--- src/sat_pkg.sv ---
package sat_pkg;

    localparam int AW = 24;
    localparam int DW = 36;
    localparam int SW = 18;
    localparam int NV = 32;

    // Descriptor entry word layout.
    localparam int DESC_ORG_LSB   = 22;
    localparam int DESC_ORG_W     = 14;
    localparam int DESC_BND_LSB   = 4;
    localparam int DESC_VALID_BIT = 0;
    localparam int ORG_SHIFT      = 10;

    localparam logic [AW-1:0] FAULT_VEC_BASE = 24'h000000;
    localparam logic [AW-1:0] INTR_VEC_BASE  = 24'h000040;
    localparam logic [AW-1:0] DTB_ORG_RST    = 24'h000000;
    localparam logic [SW-1:0] DTB_BND_RST    = 18'h00000;
    localparam logic [23:0]   ACC_RST        = 24'h000000;

    typedef enum logic [4:0] {
        SAT_F_STARTUP, SAT_F_EXECUTE, SAT_F_TROUBLE, SAT_F_INCOMPLETE,
        SAT_F_LOCKUP, SAT_F_DIV_CHECK, SAT_F_OVERFLOW, SAT_F_PARITY,
        SAT_F_ILL_MEM_CMD, SAT_F_ILL_DESC, SAT_F_ILL_PROC, SAT_F_COMPAT_A,
        SAT_F_COMPAT_B, SAT_F_PRIV_ENTRY_1, SAT_F_PRIV_ENTRY_2, SAT_F_PRIV_ENTRY_3,
        SAT_F_PRIV_ENTRY_4, SAT_F_DERAIL, SAT_F_TAG_1, SAT_F_TAG_2,
        SAT_F_TAG_3, SAT_F_DIRECTED_0, SAT_F_DIRECTED_1, SAT_F_DIRECTED_2,
        SAT_F_DIRECTED_3, SAT_F_DIRECTED_4, SAT_F_DIRECTED_5, SAT_F_DIRECTED_6,
        SAT_F_DIRECTED_7, SAT_F_CONNECT, SAT_F_ACC_RUNOUT, SAT_F_SHUTDOWN
    } sat_fault_t;

    typedef enum logic [1:0] {
        SAT_S_IDLE,
        SAT_S_DESC,
        SAT_S_DATA
    } sat_state_t;

endpackage : sat_pkg

--- src/sat_acc_counter.sv ---
`timescale 1ns/1ps
`default_nettype none
module sat_acc_counter #(
    parameter int CW = 24
) (
    input  wire logic          i_clk,
    input  wire logic          i_nrst,
    input  wire logic          i_load,
    input  wire logic [CW-1:0] i_value,
    input  wire logic          i_tick,
    output logic               o_runout
);

    logic [CW-1:0] cnt_q;
    logic [CW-1:0] cnt_d;
    logic          run_q;
    logic          run_d;

    // Counts memory cycles down; the runout pulse fires once on reaching zero.
    always_comb
    begin
        cnt_d = cnt_q;
        run_d = 1'b0;
        if (i_load)
        begin
            cnt_d = i_value;
        end
        else if (i_tick && cnt_q != '0)
        begin
            cnt_d = cnt_q - CW'(1);
            run_d = (cnt_q == CW'(1));
        end
    end

    always_ff @(posedge i_clk or negedge i_nrst)
    begin
        if (!i_nrst)
        begin
            cnt_q <= sat_pkg::ACC_RST[CW-1:0];
            run_q <= 1'b0;
        end
        else
        begin
            cnt_q <= cnt_d;
            run_q <= run_d;
        end
    end

    assign o_runout = run_q;

endmodule : sat_acc_counter
`default_nettype wire

--- src/sat_translate.sv ---
`timescale 1ns/1ps
`default_nettype none
module sat_translate (
    input  wire logic                    i_clk,
    input  wire logic                    i_nrst,
    input  wire logic                    i_priv,
    input  wire logic                    i_dtb_load,
    input  wire logic [sat_pkg::AW-1:0]  i_dtb_origin,
    input  wire logic [sat_pkg::SW-1:0]  i_dtb_bound,
    input  wire logic                    i_req,
    input  wire logic [sat_pkg::SW-1:0]  i_segno,
    input  wire logic [sat_pkg::SW-1:0]  i_segaddr,
    input  wire logic                    i_mem_ack,
    input  wire logic [sat_pkg::DW-1:0]  i_mem_rdata,
    input  wire logic [sat_pkg::NV-1:0]  i_fault,
    input  wire logic [sat_pkg::NV-1:0]  i_irq,
    input  wire logic                    i_self_irq,
    input  wire logic [4:0]              i_self_irq_num,
    input  wire logic                    i_acc_load,
    input  wire logic [23:0]             i_acc_value,
    output logic                         o_busy,
    output logic                         o_done,
    output logic [sat_pkg::DW-1:0]       o_rdata,
    output logic                         o_mem_req,
    output logic [sat_pkg::AW-1:0]       o_mem_addr,
    output logic                         o_trap,
    output logic                         o_trap_is_irq,
    output logic [4:0]                   o_trap_code,
    output logic [sat_pkg::AW-1:0]       o_trap_addr,
    output logic                         o_save_busy,
    output logic [sat_pkg::SW-1:0]       o_save_segno,
    output logic [sat_pkg::SW-1:0]       o_save_segaddr
);

    localparam int AW = sat_pkg::AW;
    localparam int SW = sat_pkg::SW;
    localparam int NV = sat_pkg::NV;

    // Lowest set bit wins: bit 5 flags a hit, bits 4:0 give its index.
    function automatic logic [5:0] first_set(input logic [NV-1:0] v);
        logic [5:0] r;
        r = 6'h00;
        for (int k = NV - 1; k >= 0; k--)
        begin
            if (v[k])
            begin
                r = {1'b1, 5'(k)};
            end
        end
        return r;
    endfunction : first_set

    ////////////////////////////////////////////////////////////////////////////////
    // Translation state.

    sat_pkg::sat_state_t   st_q, st_d;
    logic [AW-1:0]         dtb_org_q, dtb_org_d;
    logic [SW-1:0]         dtb_bnd_q, dtb_bnd_d;
    logic [SW-1:0]         seg_q, seg_d;
    logic [SW-1:0]         addr_q, addr_d;
    logic                  busy_q, busy_d;
    logic                  done_q, done_d;
    logic [sat_pkg::DW-1:0] rdata_q, rdata_d;
    logic                  mreq_q, mreq_d;
    logic [AW-1:0]         maddr_q, maddr_d;
    logic [NV-1:0]         int_fault;
    logic                  trap_take;
    logic                  acc_runout;
    logic [SW-1:0]         ent_bnd;
    logic [AW-1:0]         ent_org;

    assign ent_bnd = i_mem_rdata[sat_pkg::DESC_BND_LSB +: SW];
    assign ent_org = AW'(i_mem_rdata[sat_pkg::DESC_ORG_LSB +: sat_pkg::DESC_ORG_W])
                     << sat_pkg::ORG_SHIFT;

    always_comb
    begin
        st_d      = st_q;
        dtb_org_d = dtb_org_q;
        dtb_bnd_d = dtb_bnd_q;
        seg_d     = seg_q;
        addr_d    = addr_q;
        done_d    = 1'b0;
        rdata_d   = rdata_q;
        mreq_d    = mreq_q;
        maddr_d   = maddr_q;
        int_fault = '0;
        unique case (st_q)
            sat_pkg::SAT_S_IDLE:
            begin
                if (i_dtb_load)
                begin
                    if (i_priv)
                    begin
                        dtb_org_d = i_dtb_origin;
                        dtb_bnd_d = i_dtb_bound;
                    end
                    else
                    begin
                        int_fault[sat_pkg::SAT_F_ILL_PROC] = 1'b1;
                    end
                end
                else if (i_req)
                begin
                    seg_d  = i_segno;
                    addr_d = i_segaddr;
                    if (i_segno > dtb_bnd_q)
                    begin
                        int_fault[sat_pkg::SAT_F_ILL_DESC] = 1'b1;
                    end
                    else
                    begin
                        st_d    = sat_pkg::SAT_S_DESC;
                        mreq_d  = 1'b1;
                        maddr_d = dtb_org_q + AW'(i_segno);
                    end
                end
            end
            sat_pkg::SAT_S_DESC:
            begin
                if (i_mem_ack)
                begin
                    if (!i_mem_rdata[sat_pkg::DESC_VALID_BIT])
                    begin
                        int_fault[sat_pkg::SAT_F_ILL_DESC] = 1'b1;
                        st_d   = sat_pkg::SAT_S_IDLE;
                        mreq_d = 1'b0;
                    end
                    else if (addr_q > ent_bnd)
                    begin
                        int_fault[sat_pkg::SAT_F_ILL_MEM_CMD] = 1'b1;
                        st_d   = sat_pkg::SAT_S_IDLE;
                        mreq_d = 1'b0;
                    end
                    else
                    begin
                        st_d    = sat_pkg::SAT_S_DATA;
                        maddr_d = ent_org + AW'(addr_q);
                    end
                end
            end
            sat_pkg::SAT_S_DATA:
            begin
                if (i_mem_ack)
                begin
                    rdata_d = i_mem_rdata;
                    done_d  = 1'b1;
                    mreq_d  = 1'b0;
                    st_d    = sat_pkg::SAT_S_IDLE;
                end
            end
            default:
            begin
                st_d = sat_pkg::SAT_S_IDLE;
            end
        endcase
        if (trap_take)
        begin
            st_d   = sat_pkg::SAT_S_IDLE;
            mreq_d = 1'b0;
            done_d = 1'b0;
        end
        busy_d = (st_d != sat_pkg::SAT_S_IDLE);
    end

    always_ff @(posedge i_clk or negedge i_nrst)
    begin
        if (!i_nrst)
        begin
            st_q      <= sat_pkg::SAT_S_IDLE;
            dtb_org_q <= sat_pkg::DTB_ORG_RST;
            dtb_bnd_q <= sat_pkg::DTB_BND_RST;
            seg_q     <= '0;
            addr_q    <= '0;
            busy_q    <= 1'b0;
            done_q    <= 1'b0;
            rdata_q   <= '0;
            mreq_q    <= 1'b0;
            maddr_q   <= '0;
        end
        else
        begin
            st_q      <= st_d;
            dtb_org_q <= dtb_org_d;
            dtb_bnd_q <= dtb_bnd_d;
            seg_q     <= seg_d;
            addr_q    <= addr_d;
            busy_q    <= busy_d;
            done_q    <= done_d;
            rdata_q   <= rdata_d;
            mreq_q    <= mreq_d;
            maddr_q   <= maddr_d;
        end
    end

    sat_acc_counter #(
        .CW (24)
    ) u_acc (
        .i_clk    (i_clk),
        .i_nrst   (i_nrst),
        .i_load   (i_acc_load),
        .i_value  (i_acc_value),
        .i_tick   (mreq_q && i_mem_ack),
        .o_runout (acc_runout)
    );

    ////////////////////////////////////////////////////////////////////////////////
    // Fault and interrupt dispatch.

    logic [NV-1:0] fpend_q, fpend_d, fset;
    logic [NV-1:0] ipend_q, ipend_d, iset;
    logic [5:0]    fsel, isel;
    logic          trap_q, trap_d;
    logic          tirq_q, tirq_d;
    logic [4:0]    tcode_q, tcode_d;
    logic [AW-1:0] taddr_q, taddr_d;
    logic          sbusy_q, sbusy_d;
    logic [SW-1:0] sseg_q, sseg_d;
    logic [SW-1:0] saddr_q, saddr_d;

    assign fsel      = first_set(fpend_q);
    assign isel      = first_set(ipend_q);
    assign trap_take = fsel[5] || isel[5];

    always_comb
    begin
        fset = i_fault | int_fault;
        fset[sat_pkg::SAT_F_ACC_RUNOUT] = fset[sat_pkg::SAT_F_ACC_RUNOUT] | acc_runout;
        iset = i_irq | ({{(NV-1){1'b0}}, i_self_irq} << i_self_irq_num);
        fpend_d = fpend_q | fset;
        ipend_d = ipend_q | iset;
        trap_d  = 1'b0;
        tirq_d  = tirq_q;
        tcode_d = tcode_q;
        taddr_d = taddr_q;
        sbusy_d = sbusy_q;
        sseg_d  = sseg_q;
        saddr_d = saddr_q;
        if (trap_take)
        begin
            trap_d  = 1'b1;
            sbusy_d = busy_q;
            sseg_d  = seg_q;
            saddr_d = addr_q;
            if (fsel[5])
            begin
                fpend_d[fsel[4:0]] = fset[fsel[4:0]];
                tirq_d  = 1'b0;
                tcode_d = fsel[4:0];
                taddr_d = sat_pkg::FAULT_VEC_BASE + AW'({fsel[4:0], 1'b0});
            end
            else
            begin
                ipend_d[isel[4:0]] = iset[isel[4:0]];
                tirq_d  = 1'b1;
                tcode_d = isel[4:0];
                taddr_d = sat_pkg::INTR_VEC_BASE + AW'({isel[4:0], 1'b0});
            end
        end
    end

    always_ff @(posedge i_clk or negedge i_nrst)
    begin
        if (!i_nrst)
        begin
            fpend_q <= '0;
            ipend_q <= '0;
            trap_q  <= 1'b0;
            tirq_q  <= 1'b0;
            tcode_q <= '0;
            taddr_q <= '0;
            sbusy_q <= 1'b0;
            sseg_q  <= '0;
            saddr_q <= '0;
        end
        else
        begin
            fpend_q <= fpend_d;
            ipend_q <= ipend_d;
            trap_q  <= trap_d;
            tirq_q  <= tirq_d;
            tcode_q <= tcode_d;
            taddr_q <= taddr_d;
            sbusy_q <= sbusy_d;
            sseg_q  <= sseg_d;
            saddr_q <= saddr_d;
        end
    end

    assign o_busy         = busy_q;
    assign o_done         = done_q;
    assign o_rdata        = rdata_q;
    assign o_mem_req      = mreq_q;
    assign o_mem_addr     = maddr_q;
    assign o_trap         = trap_q;
    assign o_trap_is_irq  = tirq_q;
    assign o_trap_code    = tcode_q;
    assign o_trap_addr    = taddr_q;
    assign o_save_busy    = sbusy_q;
    assign o_save_segno   = sseg_q;
    assign o_save_segaddr = saddr_q;

    ////////////////////////////////////////////////////////////////////////////////
    // Checks.

    AST_DTB_LOAD: assert property (@(posedge i_clk) disable iff (!i_nrst)
        (st_q == sat_pkg::SAT_S_IDLE && i_dtb_load && i_priv)
        |=> (dtb_org_q == $past(i_dtb_origin) && dtb_bnd_q == $past(i_dtb_bound)))
        else $error("Base register did not take the privileged load.");

    AST_DTB_PRIV: assert property (@(posedge i_clk) disable iff (!i_nrst)
        (st_q == sat_pkg::SAT_S_IDLE && i_dtb_load && !i_priv)
        |=> ($stable(dtb_org_q) && fpend_q[sat_pkg::SAT_F_ILL_PROC]))
        else $error("Unprivileged base load was not refused.");

    AST_DESC_INDEX: assert property (@(posedge i_clk) disable iff (!i_nrst)
        (st_q == sat_pkg::SAT_S_DESC && mreq_q)
        |-> (maddr_q == dtb_org_q + AW'(seg_q)))
        else $error("Descriptor fetch address is wrong.");

    AST_ABS_ADDR: assert property (@(posedge i_clk) disable iff (!i_nrst)
        (st_q == sat_pkg::SAT_S_DESC && i_mem_ack && !trap_take
         && i_mem_rdata[sat_pkg::DESC_VALID_BIT] && addr_q <= ent_bnd)
        |=> (st_q == sat_pkg::SAT_S_DATA && maddr_q == $past(ent_org) + AW'($past(addr_q))))
        else $error("Absolute address is not origin plus segment address.");

    AST_BOUND: assert property (@(posedge i_clk) disable iff (!i_nrst)
        (st_q == sat_pkg::SAT_S_DESC && i_mem_ack
         && i_mem_rdata[sat_pkg::DESC_VALID_BIT] && addr_q > ent_bnd)
        |=> (!mreq_q && !done_q && fpend_q[sat_pkg::SAT_F_ILL_MEM_CMD]))
        else $error("Out-of-range reference was not suppressed.");

    AST_SEGNO_LIMIT: assert property (@(posedge i_clk) disable iff (!i_nrst)
        (st_q == sat_pkg::SAT_S_IDLE && i_req && !i_dtb_load && i_segno > dtb_bnd_q)
        |=> (st_q == sat_pkg::SAT_S_IDLE && !mreq_q))
        else $error("Segment number beyond the table was accepted.");

    AST_VECTOR: assert property (@(posedge i_clk) disable iff (!i_nrst)
        o_trap |-> (o_trap_addr == (o_trap_is_irq ? sat_pkg::INTR_VEC_BASE
                                                  : sat_pkg::FAULT_VEC_BASE)
                                   + AW'({o_trap_code, 1'b0})))
        else $error("Trap vector address does not match its code.");

    AST_ABANDON: assert property (@(posedge i_clk) disable iff (!i_nrst)
        trap_take |=> (o_trap && st_q == sat_pkg::SAT_S_IDLE && !mreq_q && !done_q))
        else $error("Dispatch did not abandon the reference.");

    AST_FAULT_SEEN: assert property (@(posedge i_clk) disable iff (!i_nrst)
        (i_fault != '0) |-> ##[1:70] (o_trap && !o_trap_is_irq))
        else $error("Fault was never dispatched.");

    AST_RUNOUT: assert property (@(posedge i_clk) disable iff (!i_nrst)
        acc_runout |=> fpend_q[sat_pkg::SAT_F_ACC_RUNOUT])
        else $error("Counter runout did not raise its fault.");

    AST_SAVE: assert property (@(posedge i_clk) disable iff (!i_nrst)
        trap_take |=> (o_save_segno == $past(seg_q) && o_save_segaddr == $past(addr_q)
                       && o_save_busy == $past(busy_q)))
        else $error("Dispatch did not save the reference state.");

endmodule : sat_translate
`default_nettype wire

--- config.mk ---
export PLATFORM = sky130hd
export DESIGN_NAME = sat_translate
export DESIGN_NICKNAME = d
export VERILOG_FILES = /design/src/sat_pkg.sv /design/src/sat_acc_counter.sv /design/src/sat_translate.sv
export SDC_FILE = /design/constraint.sdc
export NUM_CORES = 1
export LEC_CHECK = 0
export BUFFER_PORTS_ARGS = -buffer_cell sky130_fd_sc_hd__buf_4
export CAP_MARGIN = 20
export CORE_MARGIN = 1
export CORE_UTILIZATION = 50
export DETAILED_ROUTE_END_ITERATION = 8
export GPL_ROUTABILITY_DRIVEN = 0
export PLACE_DENSITY = 0.77
export SLEW_MARGIN = 10
export SYNTH_ARGS = -nofsm -noshare
export SYNTH_HDL_FRONTEND = slang
export SYNTH_SLANG_ARGS = --single-unit
--- constraint.sdc ---
create_clock -name i_clk -period 4.17 [get_ports i_clk]
set_clock_uncertainty 0.15 [all_clocks]
set_input_delay 0.2085 -clock i_clk [delete_from_list [all_inputs] [get_ports i_clk]]
set_output_delay 0.2085 -clock i_clk [all_outputs]
set_load 0.1 [all_outputs]
======== After elaboration in Yosys (flattened, before gate mapping) ========
Cells that the tools add are included.
storage, ports and cells
  register bits after elaboration ......... 300
  input bits .............................. 215
operators by class
  add/subtract/negate cells ............... 4
  magnitude comparators ................... 6
  equal/unequal tests ..................... 15
  shift-type cells ........................ 1
  multiplexer cells ....................... 126
  bitwise operators ....................... 6
  reduce and logical (&&, ||, !) cells .... 16
operator list
  cell                   number
  $mux 6                 64
  $mux 24                8
  $mux 32                4
  $or 32x32->32          3
  $bwmux 32              2
  $add 24x18->24         2
  $pmux 24 s2            1
  $gt 18x18->1           2
  $or 32x11->32          1
  $shl 1x5->32           1
  $mux 1                 29
  $eq 24x1->1 const B    1
  $reduce_bool 24->1     1
  $sub 24x1->24 const B  1
  $mux 2                 9
  $ne 3x3->1 const B     5
  $reduce_and 7->1       2
  $lt 5x6->1 const B     2
  $ne 2x2->1 const B     6
  $bmux 1 s5             2
  $demux 1 s5            2
  $ge 5x1->1 const B     2
  $add 7x6->8 const A    1
  $mux 8                 1
  other kinds (16)       22

======== Depth between registers and ports, before layout ========
  depth in word-level cells ............... 39
  gate-level depth with buffers ........... 14

======== Hierarchy ========
Synthesis repeated with hierarchy kept, for this count alone.
unflattened totals
  cells, all modules ...................... 1621
  area, all modules ....................... 15521.1 um^2
modules (own cells, without submodules)
  module           times used  cells each  area each (um^2)  sequential area each (um^2)
  sat_translate    1           1459        13994.7           6281.0
  sat_acc_counter  1           162         1526.5            625.6

======== Worst setup path after synthesis ========
No wires, ideal clock.
  kind .................................... register -> register
  start ................................... register ipend_q[20]
  end ..................................... register ipend_q[18]
  setup time .............................. 154 ps
  arrival ................................. 2986 ps
  data required time ...................... 3866 ps
  setup slack ............................. 880 ps
  stages on the path, launching flop included .. 14
  buffers on the path ..................... 3
  period minus slack after synthesis ...... 3290 ps
  path through ............................ dfrtp_1 > or4_4 > a211oi_2 > o211a_1 > nand2_1 > a31o_1 > buf_6 > buf_6 > mux2i_1 > a2111oi_1 > nor3_2 > nor4_4 > buf_6 > a41oi_1
on the way
  word-level cells in the longest chain between the ends .. 28
  elaborated cells on any way between the ends .. 32
  those cells by class .................... 2 x order compare; 28 x mux; 2 x reduce/logical
RTL lines
  item                                                                   line                  source
  start, declared                                                        sat_translate.sv:211  logic [NV-1:0] ipend_q, ipend_d, iset;
  start signal, assigned                                                 sat_translate.sv:279  ipend_q <= ipend_d;
  $mux 6 * (21 in series)                                                sat_translate.sv:45   if (v[k])
  $lt 5x6->1 (not written as such) / $ge 5x1->1 (equally long branches)  sat_translate.sv:254  ipend_d[isel[4:0]] = iset[isel[4:0]];
  $logic_and 1x1->1 (not written as such)                                sat_translate.sv:254
  $mux 1 (not written as such)                                           sat_translate.sv:254
  $demux 1 s5                                                            sat_translate.sv:254
  $bwmux 32                                                              sat_translate.sv:254
  $mux 32                                                                sat_translate.sv:245  if (fsel[5])
  $mux 32 *                                                              sat_translate.sv:239  if (trap_take)
  via ipend_d[18]                                                        sat_translate.sv:211
The timed path passes the listed nets; every way through them passes the cells marked *. The select of a mux whose other input is x is not followed.
A chain may end at the register's enable or synchronous reset.

======== Final worst setup path ========
  start ................................... register ipend_q[20]
  end ..................................... register ipend_q[26]
Same word-level chain as after synthesis.

==> metrics.md <==
| Metric | Value |
|---|---|
| Maximum clock frequency | 250 MHz |
| Iteration-0 DRC Markers | 1333 |
| Final-report hold violation count | 0 |
| Logic gate share of total power | 0.333 |
| Number of enable-type register cells in the synthesized netlist | 0 |
| Endpoints failing setup | 0 |
| Final worst path period share | 0.960 |
| Cell type group with the largest total delay on the critical path | compound AO/OA/AOI/OAI gates |
| Commonest non-fill, non-tap cell in the layout | buf_4 |
| Post-cts resize count | 0 |
| Clock input transition at the sequential cells of the worst setup and hold paths | 50 ps |
| Endpoint required time on the critical path | 4340 ps |
| Commonest non-fill, non-tap cells in the layout | buf_4 (347), dfrtp_1 (276), nand2_1 (228) |
| Post-CTS setup buffer count | 0 |
| Number of unique standard cell types used by synthesis | between 80 and 90 |
| Area enclosed by the die boundary | 31300 sq um |
| Number of buffers created by CTS | 34 |
| Clk_lat worst skew | about 510 ps |
| Filler instances | 2023 |
| CTS max path bufs | 3 |
| Launching element type of the critical path | flip-flop |
| Aggregate global routing overflow | 0 |
| Vias after detailed routing | 14633 |
| Sequential share of power | 0.347 |
| Total Wirelength | ~50 mm |
| Slowest cell on the critical path | or4_4 |
| Clock network power share | 0.321 |
| Crit-path max cell delay | 540 ps |
| Class of the most critical hold timing path | input pin to flip-flop |
| Area of combinational cells with multiple inputs | 7640 sq um |
| Vias per inst | ~5.7 |
| YS warnings | 0 |
| CTS Root Cell | clkbuf_16 |
| Number of instances in the synthesized netlist | around 1600 |
| FF+latch count, synth | 276 |
| Total power per unit cell area | 434 nW/um^2 |
| Core area | 29900 sq um |
| Peak supply drop | ~0.39 mV |
| Share of post-route cells with drive strength above 1 | 0.244 |
| Remaining design rule violation count | 0 |
| Fraction of synthesis flops using an asynchronous set or reset pin | 1.00 |
| Initial core utilization | 0.511 |
| Initial antenna violation count | 3 |
| Number of global-route vias before repair | 14934 |
| Shortest clock period the worst path allows after layout | roughly 4000 ps |
| Cell chain of the critical path | or4_4, a211oi_2, o211a_1, nand2_1, a31o_1, mux2i_1, a2111oi_0, nor3_1, nor4_4, buf_4, a41oi_1 |
| Die width | 177 um |
| First-pass GRT wire length | approximately 77 mm |
| Height of the die | 177 um |
| Clock tree from TritonCTS | yes |
| Sum of negative setup slack | 0 ps |
| Maximum number of pins on one net before global-route repair | 110 |
| Top-level port count | 346 |
| Fraction of the yosys area taken by sequential cells | 0.452 |
| Class of the most critical setup path | flip-flop to flip-flop |
| Global-route total usage across every layer | 0.315 |
| Status | completed |
| Number of detailed-route iterations in the first pass | 6 |
| Site row count | 63 |
| IO Port Bufs | ~330 |
| Worst-case headroom to the max-slew limit | 0.443 |
| Final slew viol count | 0 |
| Worst-margin pin slew | 836 ps |
| Post-DP HPWL | 33.5 mm |
| WP buf/inv | 1 |
| Switching pwr | 3.47 mW |
| Mapped Avg Cell Area | 9.49 sq um |
| Switching Fraction | 0.376 |
| Crit end category | flip-flop |
| Critical path fanouts, max | 32 |
| Per-cell routed wire length | ~19 um |
| Syn Std Cell Area | 15300 sq um |
| Max Cap Violations | 0 |
| Clock Sinks | 276 |
| Number of H-tree branching levels | 2 |
| Summed area of non-filler cells in the final layout | approximately 21000 sq um |
| Unrepaired setup endpoints after global routing | no |
| Cell-internal power | 5.75 mW |
| NumNets Final | 2421 |
| Prevailing post-synth register cell | dfrtp_1 |
| Sequential cell area | 6910 sq um |
| DRT antenna net count | 0 |
| Crit path arrival time | 4170 ps |
| Area after DPL | 18100 sq um |
| Area growth, synth to finish | 39.0% |
| Reported leakage power | 9.85 nW |
## metal layers
layer | vias to the layer above | global-route usage | wire length [um]
li1 | 6684 | - | -
met1 | 6980 | 0.386 | 19300
met2 | 763 | 0.524 | 23200
met3 | 206 | 0.0546 | 3690
met4 | 0 | 0.179 | 3000
met5 | - | 0 | 0
## stage by stage
| stage | power [mW] | worst slack, ps | hold WS (ps) | util | cells |
|---|---|---|---|---|---|
| after global routing | 9.57 | 11.5 | 38.6 | 0.711 | 2553 |
| after detailed placement | 6.10 | 292 | 174 | 0.604 | 2287 |
| final | 9.21 | 165 | 7.17 | 0.711 | 2553 |
| after floorplan | 5.27 | 880 | -237 | - | 1627 |
| after CTS | 9.22 | 239 | 0.936 | 0.710 | 2549 |
| after global placement | 6.04 | 420 | 171 | 0.604 | 2287 |
## kinds of logic (layout without fill, tap and decap cells)
| kind of cell | count (synthesis) | in the layout | share of synthesized area |
|---|---|---|---|
| other cells | 1 | 22 | 0.000246 |
| mux | 116 | 116 | 0.0840 |
| xor+xnor | 50 | 50 | 0.0287 |
| buf+inv | 175 | 707 | 0.0527 |
| simple gates | 547 | 547 | 0.167 |
| flops | 276 | 276 | 0.452 |
| compound gates | 375 | 375 | 0.157 |
| fa+ha+maj | 70 | 70 | 0.0583 |
## final timing paths
path	start	end	slack (ps)	depth (start not counted)
setup / recovery	ipend_q[20]	ipend_q[26]	160	11
hold / removal	i_priv	fpend_q[10]	7	4
setup reg to reg	ipend_q[20]	ipend_q[26]	160	11
hold reg to reg	o_save_segno[2]	o_save_segno[2]	320	2
max in group asynchronous	i_nrst	seg_q[8]	2630	3
min in group asynchronous	i_nrst	o_rdata[17]	200	2
## worst min-delay path: cells and delay by family
family                 cells  cell delay, ps
and+or+nand+nor            1             130
AOI/OAI and AO/OA          2             170
buffers and inverters      1              90
## flip-flops by register name, indices dropped and copies added, names as in the netlist
signal,flops
o_trap_addr,2
o_trap_code,4
u_acc.o_runout,1
o_mem_addr,24
dtb_org_q,24
o_save_segno,18
o_save_busy,1
o_mem_req,1
o_done,1
st_q,2
dtb_bnd_q,18
o_busy,1
seg_q,18
o_rdata,36
addr_q,18
u_acc.cnt_q,24
o_save_segaddr,18
o_trap,1
fpend_q,32
ipend_q,32
## repair_timing
action / in CTS / in global routing
hold buffers: 203 / 0
setup endpoints to repair: 0 / 0
hold endpoints to repair: 308 / 0
## synthesized netlist by cell type, drive strengths merged, types with 5 or more instances
cell     number  area [sq um]
dfrtp       276          6910
nand2       229           860
nor2        123           462
o21ai       110           551
a21oi        97           489
mux2         97          1090
inv          94           353
ha           68           851
buf          40           298
clkbuf       40           150
a31oi        33           206
nor2b        33           206
xnor2        33           289
nor3         32           170
nand3        23           115
a32oi        21           184
mux2i        19           190
nor4         18           140
and2         17           106
xor2         17           149
nand2b       14          87.6
and3         13          81.3
a21o         12          90.1
or3          12          75.1
a2111oi      11           104
a41oi        11           104
o21a         10          75.1
or4          10          82.6
nand4         9          56.3
o21bai        9          67.6
o211ai        8          65.1
a211oi        7          57.6
a21boi        6          45.0
or2           6          37.5
a22oi         5          42.5
o311ai        5          51.3
## final cells by class
cell class	count	share of cell area
Multi-Input combinational cell	1176	0.360
Clock buffer	50	0.0486
Tap cell	390	0.0230
Sequential cell	276	0.325
Clock inverter	9	0.00466
Timing Repair Buffer	553	0.221
Antenna cell	4	0.000472
Inverter	95	0.0168
## power by group through the flow
stage,Sequential [mW],Clock (mW),Combinational (mW)
after global placement,3.22,0,2.82
after global routing,3.23,3.11,3.23
after CTS,3.19,3.00,3.03
final,3.20,2.95,3.06
after floorplan,4.34,0,0.936
after detailed placement,3.23,0,2.87
Note: power is estimated with default switching activity, not from simulation.
